<file path="src/sda_regs.svh">
// timing counts and field positions of the converter serial control block
// assumes a single master clock that is also the logic clock
`ifndef SDA_REGS_SVH
`define SDA_REGS_SVH

`define SDA_WORD_BITS 20
`define SDA_LOAD_CYCLES 4
`define SDA_TRIM_MIN_CYCLES 4
`define SDA_CAL_CYCLES 64
`define SDA_SCLK_DIV 4
`define SDA_SCLK_HIGH_PH 0
`define SDA_CLK_PERIOD_NS 40
`define SDA_HOST_SETUP_NS 160
`define SDA_HOST_SETUP_CYC ((`SDA_HOST_SETUP_NS + `SDA_CLK_PERIOD_NS - 1) / `SDA_CLK_PERIOD_NS)
`define SDA_PIN_INIT 8'h82
`define SDA_PIN_SLEEP 7
`define SDA_PIN_POL 6
`define SDA_PIN_MODE 5
`define SDA_PIN_TRIM 4
`define SDA_PIN_TA 3
`define SDA_PIN_TB 2
`define SDA_PIN_SEL 1
`define SDA_PIN_SCLK 0

`endif

</file>
<file path="src/sda_pkg.sv">
// types shared by the converter serial control modules
// assumes sda_regs.svh is compiled alongside
package sda_pkg;
  typedef enum logic [1:0] {
    TS_RUN = 2'b00,
    TS_HELD = 2'b01,
    TS_RESET = 2'b10,
    TS_CAL = 2'b11
  } sda_trim_st_t;

  typedef enum logic {
    SH_IDLE = 1'b0,
    SH_RUN = 1'b1
  } sda_shf_st_t;
endpackage

</file>
<file path="src/sda_shift_if.sv">
// carrier between the control core and the serial shifter
// assumes both ends run on ref_clk
`timescale 1ns/1ps
`include "sda_regs.svh"
interface sda_shift_if #(parameter int WORD_BITS = `SDA_WORD_BITS);
  logic start;
  logic [WORD_BITS-1:0] word;
  logic self_clk;
  logic sel_n;
  logic sclk_rise;
  logic sclk_fall;
  logic abort;
  logic busy;
  logic done;
  logic sdo;
  logic sclk_o;

  modport ctl (output start, word, self_clk, sel_n, sclk_rise, sclk_fall, abort,
               input busy, done, sdo, sclk_o);
  modport shf (input start, word, self_clk, sel_n, sclk_rise, sclk_fall, abort,
               output busy, done, sdo, sclk_o);
endinterface

</file>
<file path="src/sda_sync.sv">
// three-stage pin synchroniser; an output bit moves once stages two and three agree
// assumes inputs are asynchronous to ref_clk
`timescale 1ns/1ps
module sda_sync #(
  parameter int W = 8,
  parameter logic [W-1:0] INIT = '0
) (
  // clock and reset
  input wire logic ref_clk,
  input wire logic nrst,
  // pins and synchronised levels
  input wire logic [W-1:0] pin,
  output logic [W-1:0] lvl
);
  genvar i;
  generate
    for (i = 0; i < W; i++) begin : g_bit
      logic s1_q;
      logic s2_q;
      logic s3_q;
      logic lvl_q;
      // each bit keeps its own flop so no two processes share the output vector
      assign lvl[i] = lvl_q;
      always_ff @(posedge ref_clk) begin
        if (!nrst) begin
          s1_q <= INIT[i];
          s2_q <= INIT[i];
          s3_q <= INIT[i];
          lvl_q <= INIT[i];
        end else begin
          s1_q <= pin[i];
          s2_q <= s1_q;
          s3_q <= s2_q;
          // a glitch seen by only one stage never reaches the core
          if (s2_q == s3_q) begin
            lvl_q <= s3_q;
          end
        end
      end
    end
  endgenerate
endmodule

</file>
<file path="src/sda_shifter.sv">
// 20-bit serial word shifter, msb first, self or externally clocked
// assumes sclk edges arrive already synchronised as one-cycle pulses
`timescale 1ns/1ps
`include "sda_regs.svh"
module sda_shifter #(
  parameter int WORD_BITS = `SDA_WORD_BITS
) (
  // clock and reset
  input wire logic ref_clk,
  input wire logic nrst,
  // control side
  sda_shift_if.shf sh
);
  import sda_pkg::*;

  localparam int CW = $clog2(WORD_BITS);

  sda_shf_st_t st_q;
  logic [WORD_BITS-1:0] sr_q;
  logic [CW-1:0] left_q;
  logic [1:0] ph_q;
  logic rose_q;
  logic bit_end;

  // end of the current bit: last divider phase, or falling sclk after a rise
  assign bit_end = sh.self_clk ? (ph_q == 2'(`SDA_SCLK_DIV - 1)) : (sh.sclk_fall && rose_q);
  assign sh.busy = (st_q == SH_RUN);

  always_ff @(posedge ref_clk) begin
    if (!nrst) begin
      st_q <= SH_IDLE;
      sr_q <= '0;
      left_q <= '0;
      ph_q <= 2'h0;
      rose_q <= 1'b0;
      sh.sdo <= 1'b0;
      sh.sclk_o <= 1'b0;
      sh.done <= 1'b0;
    end else begin
      sh.done <= 1'b0;
      unique case (st_q)
        SH_IDLE: begin
          sh.sclk_o <= 1'b0;
          if (sh.start && !sh.abort) begin
            st_q <= SH_RUN;
            sr_q <= sh.word;
            sh.sdo <= sh.word[WORD_BITS-1];
            left_q <= CW'(WORD_BITS - 1);
            ph_q <= 2'h0;
            rose_q <= 1'b0;
          end
        end
        SH_RUN: begin
          ph_q <= ph_q + 2'h1;
          // one high phase in four gives a quarter-rate clock at 25% duty
          sh.sclk_o <= sh.self_clk && (ph_q == 2'(`SDA_SCLK_HIGH_PH));
          if (sh.sclk_rise) begin
            rose_q <= 1'b1;
          end
          if (sh.abort) begin
            st_q <= SH_IDLE;
            sh.sclk_o <= 1'b0;
          end else if (!sh.self_clk && sh.sel_n && !rose_q && !sh.sclk_rise) begin
            st_q <= SH_IDLE;
          end else if (bit_end) begin
            rose_q <= 1'b0;
            if (left_q == '0) begin
              st_q <= SH_IDLE;
              sh.done <= 1'b1;
            end else if (sh.sel_n) begin
              st_q <= SH_IDLE;
            end else begin
              sr_q <= {sr_q[WORD_BITS-2:0], 1'b0};
              sh.sdo <= sr_q[WORD_BITS-2];
              left_q <= left_q - CW'(1);
            end
          end
        end
      endcase
    end
  end
endmodule

</file>
<file path="src/sda_ctrl.sv">
// digital control and serial readout of a 20-bit sigma-delta converter
// assumes ref_clk is the master clock and conv_word arrives from the filter on it
//
// Overview of operation
// - sleep low suspends work, low power
// - polarity low unipolar, high bipolar range
// - trim request held over 4 cycles resets
// - calibration begins on trim request falling edge
// - select low starts shifting the serial word
// - valid flag low while unread word held
// - valid flag high after complete word sent
// - valid flag high four cycles during load
// - mode input sets serial clock pin direction
// - self clock is quarter rate, 25% high
// - each result leaves as 20-bit serial word
// - mode low external msb first, high self
// - early deselect finishes bit, releases pins
// - select ignored in load window; host waits (here a select in the window is held off and starts the word when it closes)
// - trim type pins sampled on request rise
`timescale 1ns/1ps
`include "sda_regs.svh"
module sda_ctrl #(
  parameter int WORD_BITS = `SDA_WORD_BITS,
  parameter int CAL_CYCLES = `SDA_CAL_CYCLES
) (
  // clock and reset
  input wire logic ref_clk,
  input wire logic nrst,
  // static control pins
  input wire logic sleep_n,
  input wire logic polarity_select,
  input wire logic self_clocked_mode,
  // calibration pins
  input wire logic trim_request,
  input wire logic trim_type_a,
  input wire logic trim_type_b,
  // serial port
  input wire logic device_select_n,
  input wire logic sclk_in,
  output logic sclk_out,
  output logic sclk_oe,
  output logic serial_out,
  output logic serial_out_oe,
  output logic word_valid_n,
  // filter side
  input wire logic [WORD_BITS-1:0] conv_word,
  input wire logic conv_strobe,
  // status to the converter core
  output logic low_power,
  output logic bipolar_mode,
  output logic device_reset,
  output logic trim_start,
  output logic trim_busy,
  output logic [1:0] trim_kind
);
  import sda_pkg::*;

  logic [7:0] pin_lvl;
  logic sleep_s;
  logic pol_s;
  logic mode_s;
  logic trim_s;
  logic sel_s;
  logic sclk_s;
  logic sclk_prev_q;
  logic trim_prev_q;
  sda_trim_st_t tst_q;
  logic [2:0] tcnt_q;
  logic [15:0] ccnt_q;
  logic [2:0] win_q;
  logic [WORD_BITS-1:0] pend_q;
  logic [WORD_BITS-1:0] out_q;
  logic unread_q;
  logic arm_q;
  logic run_ok;
  logic start;
  logic trim_rise;
  logic held_long;
  logic cal_last;
  logic load_take;

  sda_shift_if #(.WORD_BITS(WORD_BITS)) sh ();

  // every pin, static or not, is resynchronised; sclk is sampled like any other input
  sda_sync #(
    .W(8),
    .INIT(`SDA_PIN_INIT)
  ) u_sync (
    .ref_clk(ref_clk),
    .nrst(nrst),
    .pin({sleep_n, polarity_select, self_clocked_mode, trim_request,
          trim_type_a, trim_type_b, device_select_n, sclk_in}),
    .lvl(pin_lvl)
  );

  assign sleep_s = pin_lvl[`SDA_PIN_SLEEP];
  assign pol_s = pin_lvl[`SDA_PIN_POL];
  assign mode_s = pin_lvl[`SDA_PIN_MODE];
  assign trim_s = pin_lvl[`SDA_PIN_TRIM];
  assign sel_s = pin_lvl[`SDA_PIN_SEL];
  assign sclk_s = pin_lvl[`SDA_PIN_SCLK];

  assign low_power = !sleep_s;
  assign bipolar_mode = pol_s;
  assign device_reset = (tst_q == TS_RESET);
  assign trim_busy = (tst_q == TS_CAL);
  assign run_ok = !low_power && (tst_q == TS_RUN || tst_q == TS_HELD);

  // result coding: offset binary flips the top bit, unipolar clamps below ground
  function automatic logic [WORD_BITS-1:0] sda_code(input logic [WORD_BITS-1:0] w,
                                                   input logic bip);
    if (bip) begin
      sda_code = {~w[WORD_BITS-1], w[WORD_BITS-2:0]};
    end else if (w[WORD_BITS-1]) begin
      sda_code = '0;
    end else begin
      sda_code = w;
    end
  endfunction

  // level pair to edge pulse, shared by the request and sclk detectors
  function automatic logic rise_of(input logic cur, input logic prev);
    rise_of = cur && !prev;
  endfunction

  // sclk edge detector; resets to the idle low level so no false edge follows reset
  always_ff @(posedge ref_clk) begin
    if (!nrst) begin
      sclk_prev_q <= 1'b0;
    end else begin
      sclk_prev_q <= sclk_s;
    end
  end

  // request edge detector
  always_ff @(posedge ref_clk) begin
    if (!nrst) begin
      trim_prev_q <= 1'b0;
    end else begin
      trim_prev_q <= trim_s;
    end
  end

  assign trim_rise = rise_of(trim_s, trim_prev_q);
  assign held_long = (tcnt_q == 3'(`SDA_TRIM_MIN_CYCLES));
  assign cal_last = (ccnt_q == 16'(CAL_CYCLES - 1));

  // calibration request state
  always_ff @(posedge ref_clk) begin
    if (!nrst) begin
      tst_q <= TS_RUN;
    end else begin
      unique case (tst_q)
        TS_RUN: begin
          if (trim_rise) begin
            tst_q <= TS_HELD;
          end
        end
        TS_HELD: begin
          if (!trim_s) begin
            tst_q <= TS_RUN;
          end else if (held_long) begin
            tst_q <= TS_RESET;
          end
        end
        TS_RESET: begin
          // all parts released together start in step, so a shared strobe aligns them
          if (!trim_s) begin
            tst_q <= TS_CAL;
          end
        end
        TS_CAL: begin
          if (cal_last) begin
            tst_q <= TS_RUN;
          end
        end
      endcase
    end
  end

  // hold counter: synchronised high cycles of the request, saturating at the limit
  always_ff @(posedge ref_clk) begin
    if (!nrst) begin
      tcnt_q <= 3'h0;
    end else if (tst_q == TS_RUN && trim_rise) begin
      tcnt_q <= 3'h1;
    end else if (tst_q == TS_HELD && trim_s && !held_long) begin
      tcnt_q <= tcnt_q + 3'h1;
    end
  end

  // calibration length counter, cleared while the part is held in reset
  always_ff @(posedge ref_clk) begin
    if (!nrst) begin
      ccnt_q <= 16'h0000;
    end else if (tst_q == TS_RESET) begin
      ccnt_q <= 16'h0000;
    end else if (tst_q == TS_CAL && !cal_last) begin
      ccnt_q <= ccnt_q + 16'h0001;
    end
  end

  // calibration type latched at request rise
  always_ff @(posedge ref_clk) begin
    if (!nrst) begin
      trim_kind <= 2'h0;
    end else if (tst_q == TS_RUN && trim_rise) begin
      trim_kind <= {pin_lvl[`SDA_PIN_TB], pin_lvl[`SDA_PIN_TA]};
    end
  end

  // one-cycle start pulse as the request is released after a reset
  always_ff @(posedge ref_clk) begin
    if (!nrst) begin
      trim_start <= 1'b0;
    end else begin
      trim_start <= (tst_q == TS_RESET) && !trim_s;
    end
  end

  // a result is taken only outside the window; trim reset already blocks run_ok
  assign load_take = conv_strobe && run_ok && (win_q == 3'h0);

  // four-cycle load window countdown
  always_ff @(posedge ref_clk) begin
    if (!nrst) begin
      win_q <= 3'h0;
    end else if (device_reset) begin
      win_q <= 3'h0;
    end else if (win_q != 3'h0) begin
      win_q <= win_q - 3'h1;
    end else if (load_take) begin
      win_q <= 3'(`SDA_LOAD_CYCLES);
    end
  end

  // coded result waits here until the window closes
  always_ff @(posedge ref_clk) begin
    if (!nrst) begin
      pend_q <= '0;
    end else if (load_take) begin
      pend_q <= sda_code(conv_word, pol_s);
    end
  end

  // output register changes only at the window end, even while a word is being shifted out
  always_ff @(posedge ref_clk) begin
    if (!nrst) begin
      out_q <= '0;
    end else if (!device_reset && win_q == 3'h1) begin
      out_q <= pend_q;
    end
  end

  // unread flag: a new word wins over a transfer ending the same cycle
  always_ff @(posedge ref_clk) begin
    if (!nrst) begin
      unread_q <= 1'b0;
    end else if (device_reset) begin
      unread_q <= 1'b0;
    end else if (win_q == 3'h1) begin
      unread_q <= 1'b1;
    end else if (sh.done) begin
      unread_q <= 1'b0;
    end
  end

  assign word_valid_n = !unread_q || (win_q != 3'h0) || low_power;

  // select is level-taken once per assertion and held off through the load window
  always_ff @(posedge ref_clk) begin
    if (!nrst) begin
      arm_q <= 1'b0;
    end else if (sel_s) begin
      arm_q <= 1'b1;
    end else if (start) begin
      arm_q <= 1'b0;
    end
  end

  assign start = !sel_s && arm_q && (win_q == 3'h0) && run_ok && !sh.busy;

  assign sh.start = start;
  assign sh.word = out_q;
  assign sh.self_clk = mode_s;
  assign sh.sel_n = sel_s;
  assign sh.sclk_rise = rise_of(sclk_s, sclk_prev_q);
  assign sh.sclk_fall = rise_of(sclk_prev_q, sclk_s);
  assign sh.abort = device_reset || low_power;

  sda_shifter #(
    .WORD_BITS(WORD_BITS)
  ) u_shift (
    .ref_clk(ref_clk),
    .nrst(nrst),
    .sh(sh)
  );

  assign serial_out = sh.sdo;
  assign serial_out_oe = sh.busy;
  assign sclk_out = sh.sclk_o;
  assign sclk_oe = sh.busy && mode_s;
endmodule

</file>
<file path="config.mk">
export PLATFORM = sky130hd
export DESIGN_NAME = sda_ctrl
export DESIGN_NICKNAME = d
export VERILOG_FILES = /design/src/sda_pkg.sv /design/src/sda_shift_if.sv /design/src/sda_sync.sv /design/src/sda_shifter.sv /design/src/sda_ctrl.sv
export VERILOG_INCLUDE_DIRS = /design/src
export SDC_FILE = /design/constraint.sdc
export NUM_CORES = 1
export LEC_CHECK = 0
export BUFFER_PORTS_ARGS = -buffer_cell sky130_fd_sc_hd__buf_4
export CAP_MARGIN = 25
export CORE_ASPECT_RATIO = 0.7
export CORE_UTILIZATION = 59
export CTS_CLUSTER_SIZE = 20
export DETAILED_ROUTE_END_ITERATION = 8
export PLACE_DENSITY = 0.79
export SYNTH_ARGS = -nofsm -noshare
export SYNTH_HDL_FRONTEND = slang
export SYNTH_SLANG_ARGS = --single-unit
</file>
<file path="constraint.sdc">
create_clock -name ref_clk -period 2 [get_ports ref_clk]
set_input_delay 0.1 -clock ref_clk [delete_from_list [all_inputs] [get_ports ref_clk]]
set_output_delay 0.1 -clock ref_clk [all_outputs]
set_load 0.05 [all_outputs]
</file>
Word-level counts from Yosys, hierarchy flattened
Cells that the tools add are included.
{"block": "classes", "n_addsub": 5, "n_mul": 0, "n_div": 0, "n_lt_le_gt_ge": 0, "n_eq_ne": 25, "n_shift": 0, "n_mux": 56, "bitwise_logic": 4, "reduce_logical": 56}
{"cell": "$mux 19", "n": 7}
{"cell": "$pmux 19 s2", "n": 1}
{"cell": "$mux 5", "n": 6}
{"cell": "$mux 1", "n": 26}
{"cell": "$logic_and 1x1->1", "n": 23}
{"cell": "$mux 20", "n": 1}
{"cell": "$add 16x1->16 const B", "n": 1}
{"cell": "$eq 16x6->1 const B", "n": 1}
{"cell": "$logic_not 1->1", "n": 15}
{"cell": "$ne 2x2->1 const B", "n": 7}
{"cell": "$mux 2", "n": 6}
{"cell": "$pmux 5 s2", "n": 1}
{"cell": "$eq 1x1->1", "n": 8}
{"cell": "$pmux 1 s2", "n": 4}
{"cell": "$pmux 2 s4", "n": 1}
{"cell": "$reduce_bool 2->1", "n": 4}
{"cell": "$eq 2x2->1 const B", "n": 3}
{"cell": "$mux 3", "n": 2}
{"cell": "$reduce_and 6->1", "n": 1}
{"cell": "$logic_not 5->1", "n": 1}
{"cell": "$reduce_or 5->1", "n": 1}
{"cell": "$sub 5x1->5 const B", "n": 1}
{"cell": "$logic_not 2->1", "n": 2}
{"cell": "$logic_or 1x1->1", "n": 4}
{"cell": "14 further kinds", "n": 19}
{"block": "word_totals", "ff_bits": 134, "latchBits": 0, "ramBits": 0, "romBits": 0, "output_inout_bits": 12, "wordCells": 199, "n_memories": 0}

Depth between registers and ports, before layout
{"block": "logic_depth", "depth_word": 8, "ltp_mapped": 7, "mapped_depth_nobuf": 6}

By module
From an unflattened synthesis, not the netlist that was laid out.
{"block": "unflattened", "cells_unflattened": 620, "area_unflattened_um2": 5607.9}
{"mod": "sda_ctrl", "n_inst": 1, "cells_each": 353, "area_each_um2": 2989.1}
{"mod": "sda_shifter", "n_inst": 1, "cells_each": 176, "area_each_um2": 1602.8}
{"mod": "sda_sync", "n_inst": 1, "cells_each": 91, "area_each_um2": 1016.0}

Least setup slack after synthesis
Ideal clock, no wire load.
{"block": "synth_path", "path_type": "register to register", "from": "register u_shift.st_q (netlist: u_shift.sh.busy)", "to": "register u_shift.left_q[3]", "setup_ns": 0.086, "arrival_ns": 1.696, "t_required_ns": 1.914, "setup_slack_ns": 0.217, "stages_incl_launch_ff": 5, "period_less_slack_ns": 1.783, "path_cell_list": "dfxtp_1 > nor3b_2 > clkbuf_1 > nand3_1 > a221oi_2"}
{"block": "synth_via", "elab_chain_len": 5, "elab_cells_between_ends": 12, "cone_classes": "eq/ne (6); mux (1); bitwise (1); reduce/logical (4)"}
{"element": "from (decl)", "line": "sda_shifter.sv:18", "text": "sda_shf_st_t st_q;"}
{"element": "from (signal assigned)", "line": "sda_shifter.sv:31", "text": "st_q <= SH_IDLE;"}
{"element": "from (signal assigned)", "line": "sda_shifter.sv:45", "text": "st_q <= SH_RUN;"}
{"element": "from (signal assigned)", "line": "sda_shifter.sv:61", "text": "st_q <= SH_IDLE;"}
{"element": "$logic_not 1->1", "line": "sda_ctrl.sv:281", "text": "assign start = !sel_s && arm_q && (win_q == 3'h0) && run_ok && !sh.busy;"}
{"element": "$logic_and 1x1->1", "line": "sda_ctrl.sv:281"}
{"element": "$logic_and 1x1->1", "line": "sda_shifter.sv:44", "text": "if (sh.start && !sh.abort) begin"}
{"element": "$ne 2x1->1 (no source line)"}
{"element": "$reduce_and 6->1 (no source line)"}
{"element": "to (signal assigned)", "line": "sda_shifter.sv:48", "text": "left_q <= CW'(WORD_BITS - 1);"}
{"element": "to (signal assigned)", "line": "sda_shifter.sv:75", "text": "left_q <= left_q - CW'(1);"}
{"element": "to (decl)", "line": "sda_shifter.sv:20", "text": "logic [CW-1:0] left_q;"}
Several ways; a longest one is shown, not always the timed one.
A chain may end at the register's enable or synchronous reset.

Final worst setup path
{"block": "layout_path", "from": "register u_shift.left_q[0]", "to": "register u_shift.sr_q[3]"}
{"block": "layout_via", "elab_chain_len": 3}
{"element": "$logic_not 5->1", "line": "sda_shifter.sv:67", "text": "if (left_q == '0) begin"}
{"element": "$ne 2x2->1 (no source line)"}
{"element": "$reduce_and 6->1 (no source line)"}
{"element": "to (signal assigned)", "line": "sda_shifter.sv:46", "text": "sr_q <= sh.word;"}
{"element": "to (signal assigned)", "line": "sda_shifter.sv:73", "text": "sr_q <= {sr_q[WORD_BITS-2:0], 1'b0};"}
{"element": "to (decl)", "line": "sda_shifter.sv:19", "text": "logic [WORD_BITS-1:0] sr_q;"}
Every way passes these cells.

==> results.md <==
* Result of the run: complete, no violations
* R2R depth at 7
* Die Y at 82.0 µm
* Clock transition at the registers of the reported paths at 0.06 ns
* CP max FO at 21
* Syn nets at 630
* Switching pwr at 0.00143 W
* Max_slew headroom at 51.9%
* DR vias at 4569
* WL/cell at 15.3 µm
* Yosys cell types at 51
* Delay-heaviest family, CP: simple AND/OR/NAND/NOR gates
* Layout cell share with drive strength beyond 1 at 15.2%
* Max-cap violations at 0
* Post-synth EDFFs at 0
* #FFs+latches synth at 134
* Logic pwr share at 5.2%
* Final period util at 93.5%
* WP data arrival at 2.17 ns
* Critical path depth at 7
* Sequential area share after synthesis at 49.7%
* Leakage power at 2.36 nW
* Core Footprint at 8650 µm²
* Syn_area_per_cell at 9.10 µm²
* Fmax at 535 MHz
* Synth Cell Area at 5400 µm²
* Share of the synthesized area in the top cell type at 49.7%
* Placed insts at 730
* DP HPWL at 7570 µm
* Clock Power Share at 49.2%
* DRC at 0
* Slowest Stage Delay on Critical Path at 0.50 ns
* Total global-route track usage at 27.2%
* Hold depth at 3
* First-pass GRT wire length at 19700 µm
* Syn Inst Count at 593
* Initial DRC count at 351
* Post-CTS Repair Setup Buffers at 0
* Detail Route Antenna Nets at 0
* Vias in the first global route at 4094
* Minimum clock period after layout at 1.87 ns
* Ys flop type: dfxtp_1
* Initial Util at 62.4%
* Root Driver: clkbuf_16
* CP bufs+invs at 2
* Die X at 116 µm
* CTS Buf Count at 17
* Switch share at 23.7%
* P_int at 0.00461 W
* Slowest cell on the critical path: or3b_2
* Post-cts resize count at 0
* Core Rows at 28
* Setup violators final at 0
* Area Overhead vs Synth at 23.7%
* CTS tree: yes
* Pwr dens at 905 nW/µm²
* Ys async rst share at 0%
* Fin Setup TNS at 0 ns
* Worst setup SP type: flop
* Non-Filler Instances at 793
* Setup CP Type: reg2reg
* I/O Buffers at 42
* I/O pins at 43
* # diodes at 0
* Final nets at 697
* Largest net degree at the start of global routing at 38
* RSZ-0062 raised after global routing: false
* Worst EP required at 2.30 ns
* H-tree Lvls at 4
* Die area at 9540 µm²
* Hold WC Path Type: in2reg
* Vias per inst at 5.76
* R2R Setup Slk at 0.13 ns
* Least-Margin Pin Slew at 0.721 ns
* Max IR drop VDD at 575 µV
* CP Capture Type: flop
* # fillers at 588
* Total wire length at 12200 µm
* Hold Fails Final Rpt at 0
* Post-synth top area cell: dfxtp_1
* Fin Clk Skew at 0.00537 ns
* Synth warn at 0
* CTS Sinks at 134
* Flop pwr share at 45.6%
* Clk Latency, worst-skew pair at 0.42 ns
* Initial antenna violation count at 0
* Slew Viols, Final at 0
* Clock buffer depth at 2
* Number of detailed-route iterations in the first pass at 5
* Routability Congestion at 0.798
* Gr ovfl total at 0
* Top post-synthesis cells by area: dfxtp_1 50%, a21oi_1 6.4%, nand2_1 5.8%
* CP Cell Sequence: inv_1, ha_1, nor4b_2, or3b_2, o21ai_2, buf_12, a211oi_1
## synth_stat cells (5+ instances only)
| master | number |
|---|---|
| dfxtp_1 | 134 |
| clkbuf_1 | 26 |
| mux2i_1 | 23 |
| a21oi_1 | 69 |
| nand2b_1 | 9 |
| or3_1 | 7 |
| nand3_1 | 32 |
| nor2_1 | 15 |
| buf_4 | 7 |
| o21ai_0 | 18 |
| and2_1 | 23 |
| nand4_1 | 5 |
| ha_1 | 6 |
| nor3_1 | 6 |
| inv_1 | 16 |
| o31ai_1 | 8 |
| nand2_1 | 83 |
| a211oi_1 | 40 |
| or4_1 | 7 |
## layout by cell type, fill, tap and decap left out, types with 2 or more instances in the layout
cell           instances
inv_6                  5
and4_1                 3
or4_1                  7
or3_1                  7
mux2i_1               23
and2_1                23
xor2_1                 3
nand3b_1               3
a211oi_1              40
nand2b_1               9
a21oi_1               69
dlygate4sd3_1         31
and3_1                 4
xnor2_1                2
nand3_1               32
o21ai_0               18
a31oi_1                2
nor3b_1                3
nor2b_1                4
buf_4                 57
inv_2                  2
nor4_1                 3
clkinvlp_4             5
o31ai_1                8
o21a_1                 3
o211ai_1               2
clkbuf_16             17
nand2_1               83
inv_8                  2
nand4_1                5
ha_1                   6
dfxtp_1              134
inv_1                 15
nor2_1                15
nor3_1                 6
buf_12                 2
## kinds of logic after synthesis
kind of cell / synth area share [%]
AOI/OAI and AO/OA: 17.5
xor gates and xnor gates: 0.812
adders and majority gates: 1.39
buffers and inverters: 5.24
DFF: 49.7
muxes: 4.27
and+or+nand+nor: 21.1
## power by group through the flow
stage                     clock (W)  combinational [W]  sequential [W]
after global placement            0           0.000254         0.00281
after floorplan                   0           0.000160         0.00280
final                       0.00297           0.000316         0.00275
after CTS                   0.00301           0.000311         0.00275
after global routing        0.00312           0.000345         0.00276
after detailed placement          0           0.000262         0.00281
## state kept, by name, summed over array words and instances (netlist names), named ones only
register / cells
out_q: 20
tcnt_q: 3
u_sync.g_bit.lvl_q: 8
unread_q: 1
u_sync.g_bit.s2_q: 8
sclk_prev_q: 1
arm_q: 1
u_shift.sh.sclk_o: 1
u_shift.sh.sdo: 1
u_shift.left_q: 5
u_shift.ph_q: 2
u_sync.g_bit.s1_q: 8
trim_prev_q: 1
trim_start: 1
pend_q: 20
tst_q: 1
u_shift.rose_q: 1
u_shift.sh.done: 1
u_shift.sr_q: 19
u_sync.g_bit.s3_q: 8
u_shift.sh.busy: 1
trim_kind: 2
win_q: 3
ccnt_q: 16
## through the flow
step / power, W / cell area, µm² / worst slack [ns] / hold WS [ns] / util (%)
floorplan: 0.00296 / 5400 / 0.217 / 0.201 / -
global placement: 0.00306 / 5800 / 0.202 / 0.285 / 67.0
detailed placement: 0.00307 / 5800 / 0.138 / 0.293 / 67.0
CTS: 0.00607 / 6680 / 0.130 / 0.0470 / 77.2
global route: 0.00623 / 6680 / 0.0307 / 0.0506 / 77.2
finish: 0.00604 / 6680 / 0.131 / 0.0572 / 77.2
## per-layer routing
| layer | global-route usage (%) | share of wire (%) |
|---|---|---|
| met1 | 38.3 | 49 |
| met2 | 39.9 | 43 |
| met3 | 6.35 | 5.6 |
| met4 | 11.5 | 1.6 |
| met5 | 0 | 0 |
## final timing paths
path / startpoint / endpoint
setup / recovery: u_shift.left_q[0] / u_shift.sr_q[3]
setup reg to reg: u_shift.left_q[0] / u_shift.sr_q[3]
hold / removal: conv_strobe / win_q[2]
hold reg to reg: u_sync.g_bit[1].s1_q / u_sync.g_bit[1].s2_q
## layout make-up
class                      count  area, µm²  share of cell area, %
inverter                      17       63.8                  0.956
multi-input combinational    400       2430                   36.4
clock inverter                14        143                   2.14
clock buffer                  18        429                   6.43
timing repair buffer          90        778                   11.7
sequential                   134       2680                   40.2
tap                          120        150                   2.25
## worst register-to-register path: stages, from the launching register on
cell and delay [ns]:
dfxtp_1 0.32, inv_1 0.07, ha_1 0.21, nor4b_2 0.19, or3b_2 0.50, o21ai_2 0.19
buf_12 0.18, a211oi_1 0.09
## timing repair
item	4_1_cts	5_1_grt
setup endpoints to repair	0	0
endpoints found under the hold margin	33	0
hold buffers	31	0
Power figures use the tool's default switching activity.
